`src/afc_pkg.sv`:
```
package afc_pkg;

    // =====================================================================
    // Sizes
    localparam int NUM_FILTERS = 4;
    localparam int ADDR_MSB    = 39;
    localparam int HIGH_N      = ADDR_MSB - 33;

    // =====================================================================
    // Register map, byte addresses
    localparam logic [11:0] OFS_STATUS    = 12'h010;
    localparam logic [11:0] OFS_CLEAR     = 12'h014;
    localparam logic [11:0] OFS_ACTION    = 12'h018;
    localparam logic [11:0] OFS_FAIL_BASE = 12'h020;
    localparam logic [11:0] FAIL_STRIDE   = 12'h010;
    localparam logic [11:0] OFS_LOW_SUB   = 12'h000;
    localparam logic [11:0] OFS_HIGH_SUB  = 12'h004;

    // =====================================================================
    // Field positions and reset values
    localparam int STATUS_POS  = 0;
    localparam int OVERRUN_POS = 8;
    localparam int OVERLAP_POS = 16;
    localparam logic [31:0] ACTION_RESET = 32'h0000_0000;
    localparam logic [31:0] ADDR_RESET   = 32'h0000_0000;

endpackage : afc_pkg

```
`src/afc_capture.sv`:
```
`timescale 1ns/1ps
module afc_capture
(
    // Clock and reset
    input  wire logic                                pclk,
    input  wire logic                                presetn,
    // APB slave
    input  wire logic                                psel,
    input  wire logic                                penable,
    input  wire logic                                pwrite,
    input  wire logic [11:0]                         paddr,
    input  wire logic [31:0]                         pwdata,
    output logic      [31:0]                         prdata,
    output logic                                     pready,
    output logic                                     pslverr,
    // Fault reports from the filter units
    input  wire logic [afc_pkg::NUM_FILTERS-1:0]     fail_valid,
    input  wire logic [afc_pkg::NUM_FILTERS-1:0]     fail_overlap,
    input  wire logic [afc_pkg::NUM_FILTERS*(afc_pkg::ADDR_MSB+1)-1:0] fail_addr,
    // Interrupt
    output logic                                     security_fault_irq
);

    localparam int NF = afc_pkg::NUM_FILTERS;
    localparam int AW = afc_pkg::ADDR_MSB + 1;
    localparam int HN = afc_pkg::HIGH_N;

    // =====================================================================
    // Register state
    logic [NF-1:0] status;
    logic [NF-1:0] overrun;
    logic [NF-1:0] overlap;
    logic [31:0]   action;
    logic [31:0]   addr_low [NF];
    logic [HN:0]   addr_high [NF];
    logic [NF-1:0] clear_hit;
    logic          wr_access;
    logic          rd_access;
    logic [31:0]   next_prdata;
    logic          next_pslverr;
    logic          hit_status;
    logic          hit_clear;
    logic          hit_action;
    logic [NF-1:0] hit_low;
    logic [NF-1:0] hit_high;

    // The slave answers in the first access cycle, so pready is one on the access phase.
    assign wr_access = psel && penable && pwrite && pready;
    assign rd_access = psel && !penable && !pwrite;

    // One decode per register, shared by the write strobes, the read mux and the checks.
    assign hit_status = paddr == afc_pkg::OFS_STATUS;
    assign hit_clear  = paddr == afc_pkg::OFS_CLEAR;
    assign hit_action = paddr == afc_pkg::OFS_ACTION;

    // Clear pulses exist only for the configured filters; upper bits are dropped.
    assign clear_hit = (wr_access && hit_clear) ? pwdata[NF-1:0] : '0;

    function automatic logic [31:0] fail_reg_ofs(input int idx, input logic [11:0] sub);
        fail_reg_ofs = {20'h0_0000, afc_pkg::OFS_FAIL_BASE + afc_pkg::FAIL_STRIDE * idx[11:0] + sub};
    endfunction : fail_reg_ofs

    // =====================================================================
    // Per-filter capture
    genvar g;
    generate
        for (g = 0; g < NF; g++)
        begin : gen_filter
            assign hit_low[g]  = {20'h0_0000, paddr} == fail_reg_ofs(g, afc_pkg::OFS_LOW_SUB);
            assign hit_high[g] = {20'h0_0000, paddr} == fail_reg_ofs(g, afc_pkg::OFS_HIGH_SUB);

            // The three flags share one process so that a clear and a failure in one cycle resolve in one place.
            always_ff @(posedge pclk or negedge presetn)
            begin
                if (!presetn)
                begin
                    status[g]  <= 1'b0;
                    overrun[g] <= 1'b0;
                    overlap[g] <= 1'b0;
                end
                else if (fail_valid[g])
                begin
                    // A failure arriving with a clear wins so the event is not lost.
                    status[g]  <= 1'b1;
                    overrun[g] <= (status[g] && !clear_hit[g]) || (overrun[g] && !clear_hit[g]);
                    overlap[g] <= fail_overlap[g] || (overlap[g] && !clear_hit[g]);
                end
                else if (clear_hit[g])
                begin
                    status[g]  <= 1'b0;
                    overrun[g] <= 1'b0;
                    overlap[g] <= 1'b0;
                end
            end

            // The address loads only on a recorded failure, so software always reads the first one.
            always_ff @(posedge pclk or negedge presetn)
            begin
                if (!presetn)
                begin
                    addr_low[g]  <= afc_pkg::ADDR_RESET;
                    addr_high[g] <= '0;
                end
                else if (fail_valid[g] && (!status[g] || clear_hit[g]))
                begin
                    addr_low[g]  <= fail_addr[g*AW +: 32];
                    addr_high[g] <= fail_addr[g*AW+32 +: HN+1];
                end
            end

        end
    endgenerate

    // =====================================================================
    // Action register enables the interrupt per filter; capture ignores it.
    always_ff @(posedge pclk or negedge presetn)
    begin
        if (!presetn)
            action <= afc_pkg::ACTION_RESET;
        else if (wr_access && hit_action)
            action <= {{(32-NF){1'b0}}, pwdata[NF-1:0]};
    end

    // The output is registered, so it trails the status by one cycle; it rises on the same edge that first registers the flag into read data.
    always_ff @(posedge pclk or negedge presetn)
    begin
        if (!presetn)
            security_fault_irq <= 1'b0;
        else
            security_fault_irq <= |(status & action[NF-1:0]);
    end

    // =====================================================================
    // APB read path, decoded in setup so data is registered for the access phase.
    always_comb
    begin
        next_prdata  = 32'h0000_0000;
        next_pslverr = 1'b0;
        if (hit_status)
            next_prdata = ({{(32-NF){1'b0}}, status} << afc_pkg::STATUS_POS)
                        | ({{(32-NF){1'b0}}, overrun} << afc_pkg::OVERRUN_POS)
                        | ({{(32-NF){1'b0}}, overlap} << afc_pkg::OVERLAP_POS);
        else if (hit_clear)
            next_prdata = 32'h0000_0000;
        else if (hit_action)
            next_prdata = action;
        else
        begin
            next_pslverr = 1'b1;
            for (int i = 0; i < NF; i++)
            begin
                if (hit_low[i])
                begin
                    next_prdata  = addr_low[i];
                    next_pslverr = 1'b0;
                end
                if (hit_high[i])
                begin
                    next_prdata  = {{(31-HN){1'b0}}, addr_high[i]};
                    next_pslverr = 1'b0;
                end
            end
        end
    end

    always_ff @(posedge pclk or negedge presetn)
    begin
        if (!presetn)
        begin
            prdata  <= 32'h0000_0000;
            pslverr <= 1'b0;
            pready  <= 1'b0;
        end
        else
        begin
            pready <= psel && !penable;
            if (rd_access)
            begin
                prdata  <= next_prdata;
                pslverr <= next_pslverr;
            end
            else if (psel && !penable)
            begin
                prdata  <= 32'h0000_0000;
                pslverr <= next_pslverr && !hit_clear;
            end
        end
    end
endmodule : afc_capture

```
`config.mk`:
```
export PLATFORM = sky130hd
export DESIGN_NAME = afc_capture
export DESIGN_NICKNAME = d
export VERILOG_FILES = /design/src/afc_pkg.sv /design/src/afc_capture.sv
export SDC_FILE = /design/constraint.sdc
export NUM_CORES = 1
export LEC_CHECK = 0
export CAP_MARGIN = 20
export CORE_UTILIZATION = 23
export CTS_CLUSTER_DIAMETER = 60
export DETAILED_ROUTE_END_ITERATION = 12
export DONT_BUFFER_PORTS = 1
export PLACE_DENSITY_LB_ADDON = 0.12
export SKIP_LAST_GASP = 1
export SYNTH_ARGS = -nofsm -noshare
export SYNTH_HDL_FRONTEND = slang
export SYNTH_SLANG_ARGS = --single-unit
```
`constraint.sdc`:
```
create_clock -name pclk -period 3.82 [get_ports pclk]
set_input_delay 0.191 -clock pclk [delete_from_list [all_inputs] [get_ports pclk]]
set_output_delay 0.191 -clock pclk [all_outputs]
set_load 0.005 [all_outputs]
```
# After elaboration in Yosys (flattened, before gate mapping)
# Index checks and enable logic that the tools add are counted.
[op_classes]
n_shift = 0
n_bitwise = 3
muxes = 43
addsub = 0
multipliers = 0
n_lt_le_gt_ge = 0
eq_ne = 11
n_div = 0
n_reduce_logical = 53
[ops]
columns = ["operator", "count"]
rows = [
  ["$mux 32", 13],
  ["$eq 12x6->1 const B", 4],
  ["$eq 12x7->1 const B", 4],
  ["$eq 12x5->1 const B", 3],
  ["$mux 1", 29],
  ["$logic_and 1x1->1", 24],
  ["$or 12x20->20", 1],
  ["$logic_or 1x1->1", 12],
  ["$or 4x12->12", 1],
  ["$logic_not 1->1", 11],
  ["$reduce_bool 2->1", 5],
  ["$and 4x4->4", 1],
  ["$mux 4", 1],
  ["$reduce_or 4->1", 1],
]
[word_totals]
out_inout_bits = 35
rom_bits = 0
word_cells = 135
n_memories = 0
ff_bits = 207
mem_bits_rw = 0
inputBits = 217
latch_bits = 0

# Logic depth before layout (Yosys ltp)
[logic_depth]
ltp_word = 15
ltp_mapped = 8
mapped_depth_nobuf = 5

# Worst setup path after synthesis
# No wires, ideal clock.
[synth_timing]
path_kind = "input to register"
from = "input port paddr[4]"
to = "register addr_high[10] (netlist name)"
t_arrival_ns = 2.136
slack_ns = 1.559
stages = 8
setup_time_ns = 0.125
required_time_ns = 3.695
path_buffers = 3
cell_sequence = "buf_4 or4b_4 or4_4 o21ai_2 nand2_1 buf_6 buf_6 mux2_4"
[synth_via]
elab_chain_len = 5
[synth_rtl]
columns = ["element", "line", "text"]
rows = [
  ["start, declared", "afc_capture.sv:11", "input wire logic [11:0] paddr,"],
  ["$eq 12x5->1", "afc_capture.sv:53", "assign hit_clear = paddr == afc_pkg::OFS_CLEAR;"],
  ["$logic_and 1x1->1", "afc_capture.sv:57", "assign clear_hit = (wr_access && hit_clear) ? pwdata[NF-1:0] : '0;"],
  ["$mux 4", "afc_capture.sv:57", ""],
  ["$logic_or 1x1->1", "afc_capture.sv:104", "else if (fail_valid[g] && (!status[g] || clear_hit[g]))"],
  ["$logic_and 1x1->1", "afc_capture.sv:104", ""],
  ["end signal, assigned by index", "afc_capture.sv:107", "addr_high[g] <= fail_addr[g*AW+32 +: HN+1];"],
  ["end, declared", "afc_capture.sv:35", "logic [HN:0] addr_high [NF];"],
]
# No other way between the ends.
# A chain may end at the register's enable or synchronous reset.

# Final worst setup path
[layout_timing]
from = "register pready"
to = "register addr_high[3] (netlist name)"
[layout_via]
elab_chain_len = 5
[layout_rtl]
columns = ["element", "line", "text"]
rows = [
  ["start, declared", "afc_capture.sv:14", "output logic pready,"],
  ["start signal, assigned", "afc_capture.sv:176", "pready <= psel && !penable;"],
  ["$logic_and 1x1->1", "afc_capture.sv:48", "assign wr_access = psel && penable && pwrite && pready;"],
  ["$logic_and 1x1->1", "afc_capture.sv:57", ""],
  ["$mux 4", "afc_capture.sv:57", ""],
  ["$logic_or 1x1->1", "afc_capture.sv:104", ""],
  ["$logic_and 1x1->1", "afc_capture.sv:104", ""],
]
# No other way between the ends.

==> run_results.csv <==
group,metric,value,unit
critical_path,cp_max_fo,19,
placement,portBuffers,0,
timing,period_needed,2810,ps
critical_path,crit_type,"register to register",
clock_network,clk_pin_slew,60,ps
cells_and_area,seqCellArea,5180,um^2
detailed_routing,wl_per_cell,22.5,um
timing,tightest_slew,1030,ps
timing,relSlewSlack,31.4,%
timing,fin_ws,1010,ps
detailed_routing,via_count,6938,
clock_network,cts_setup_buffers,0,
critical_path,crit_path_start_kind,"register",
grt,track_usage,15.7,%
grt,grt_pass1_wl,49300,um
grt,grt_remaining_overflow,0,
status,status,"complete, but fails checks",
clock_network,ctsHoldBuffers,175,
cells_and_area,final_nets,1124,
clock_network,cts_max_level,1,
detailed_routing,drt-initial-drc-count,378,
synth,avgSynthCellArea,12.9,um^2
synth,synth_cells,732,
floorplanning,die_height,205,um
synth,ys_top_cells_by_area,"dfrtp_1 55%, mux2_2 14%, mux2_4 6.3%, a22oi_1 2.6%, o21ai_0 2.1%",
placement,place_congestion,0.839,
cells_and_area,multi_input_area,4040,um^2
placement,dpl_worst_slack,800,ps
synth,synth_area,9480,um^2
synth,synth_edf_count,0,
cells_and_area,most-common-layout-cells,"207 x dfrtp_1, 175 x dlygate4sd3_1, 122 x mux2_2, 40 x mux2_4, 40 x o21ai_0",
clock_network,clockRootBuffer,"clkbuf_16",
power,power_density,435,nW/um^2
detailed_routing,finalWirelength,32800,um
critical_path,worst-endpoint-required,4250,ps
synth,seq_area_frac_synth,54.7,%
cells_and_area,nFillCells,4096,
timing,grt_setup_unrepaired,"false",
clock_network,cts_tree,"built",
timing,setup_viol,0,
floorplanning,fp.dieArea,42000,um^2
clock_network,numCtsBuffers,29,
timing,max_freq,0.356,GHz
clock_network,cts_resized,0,
floorplanning,boundaryPins,252,
grt,grt_pass1_vias,7770,
power,leakage,5.38,nW
timing,post-route-period-util,73.6,%
timing,finalClockSkew,20.7,ps
synth,synthFlopType,"dfrtp_1",
job,cap_violations,0,
timing,final_max_slew_viol_count,0,
grt,antenna_found_initial,1,
synth,syn-num-nets,949,
synth,synth_top_area_share,54.7,%
synth,yosysUniqueCellTypes,67,
synth,ys_warn_count,0,
critical_path,cp_data_arrival_time,3240,ps
detailed_routing,vias_per_cell,4.77,
synth,yosys_register_bits,207,
detailed_routing,ant_nets,0,
worst_hold_path,hold_path_class,"primary input to asynchronous set/reset pin",
detailed_routing,drc_errors,0,
floorplanning,core_area,40200,um^2
cells_and_area,area_growth,34.0,%
synth,yosys.area.top_type,"dfrtp_1",
clock_network,cts_sinks,207,
placement,hpwl,22000,um
status,violations,"negative hold slack",
timing,timing.hold.ws,-651,ps
cells_and_area,final_common_cell,"dfrtp_1",
floorplanning,start_util,23.6,%
timing,hold_viol,207,
grt,grt_max_degree,208,
clock_network,clkLatencyLatePin,560,ps
power,max-vdd-ir-drop,0.000292,V
timing,setup_tns,0,ps
synth,synthArstFlopShare,100,%
floorplanning,rows,73,
cells_and_area,drive_above_1_share,27.4,%
floorplanning,die_x,205,um
detailed_routing,drtPass1Iterations,5,
critical_path,end_kind,"register",
clock_network,clk_path_buf_depth,3,
layout make-up:
type | instances | share of cell area, %
antenna | 1 | 0.0197
clock buffer | 33 | 5.83
clock inverter | 19 | 1.22
inverter | 9 | 0.266
multi-input combinational | 467 | 31.8
sequential | 207 | 40.8
tap | 525 | 5.17
timing repair buffer | 193 | 14.9
flip-flops by register name, summed over array words and instances (netlist names):
name	cells
action	4
overlap	4
pready	1
status	4
security_fault_irq	1
pslverr	1
addr_high	28
prdata	32
overrun	4
addr_low	128
logic make-up after synthesis:
group	count (synthesis)	synth area share [%]
compound gates	175	13.0
buf+inv	58	3.13
flops	207	54.7
mux	170	21.8
simple gates	122	7.34
critical path, cell delays in order (launching register included):
cell and delay, ps:
dfrtp_1 370, nand4_1 270, or4_4 660, o21ai_2 180, nand2_2 470, buf_4 420
mux2_2 290
synthesized netlist by cell type (all sizes together) (4+ instances only):
| cell type | number |
|---|---|
| and3 | 5 |
| dfrtp | 207 |
| a221oi | 15 |
| nand2 | 43 |
| or2b | 4 |
| clkbuf | 22 |
| o21ai | 48 |
| nor3 | 10 |
| a22o | 19 |
| mux2i | 6 |
| a21oi | 23 |
| or3 | 4 |
| nor2 | 13 |
| nor3b | 4 |
| a21o | 4 |
| nor4 | 9 |
| mux2 | 163 |
| a22oi | 33 |
| inv | 9 |
| buf | 27 |
| nor2b | 5 |
| nand3 | 4 |
power by group:
part           internal, W  leakage (nW)  switching [W]  total, W
logic             0.000322          2.37       0.000151  0.000473
clock network      0.00147         0.441        0.00107   0.00254
registers          0.00239          2.58       0.000116   0.00251
total              0.00418          5.38        0.00134   0.00552
worst paths after layout:
kind | from | endpoint | slack, ps | cells after the start
worst max-delay path | pready | addr_high[3] | 1010 | 6
worst min-delay path | presetn | addr_high[20] | -650 | 0
worst max register to register | pready | addr_high[3] | 1010 | 6
worst min register to register | addr_low[100] | addr_low[100] | 500 | 1
max in group asynchronous | presetn | addr_low[35] | 3970 | 0
min in group pclk | pwrite | prdata[3] | 30 | 3
stage by stage:
step	std cells	area, um^2	power, W	util [%]
after floorplan	732	9480	0.00278	-
after global placement	1226	10000	0.00285	25.0
after detailed placement	1226	10000	0.00286	25.0
after CTS	1453	12700	0.00562	31.6
after global routing	1454	12700	0.00577	31.6
final	1454	12700	0.00552	31.6
routing by layer:
metal | wire [um] | part of all wire (%) | GRT usage [%] | vias up
met2 | 15300 | 47 | 24.9 | 205
met5 | 0 | 0 | 0 | -
met3 | 2270 | 6.9 | 4.52 | 42
met1 | 14500 | 44 | 20.8 | 3589
li1 | - | - | - | 3102
met4 | 781 | 2.4 | 4.23 | 0
(Power assumes the default switching activity.)
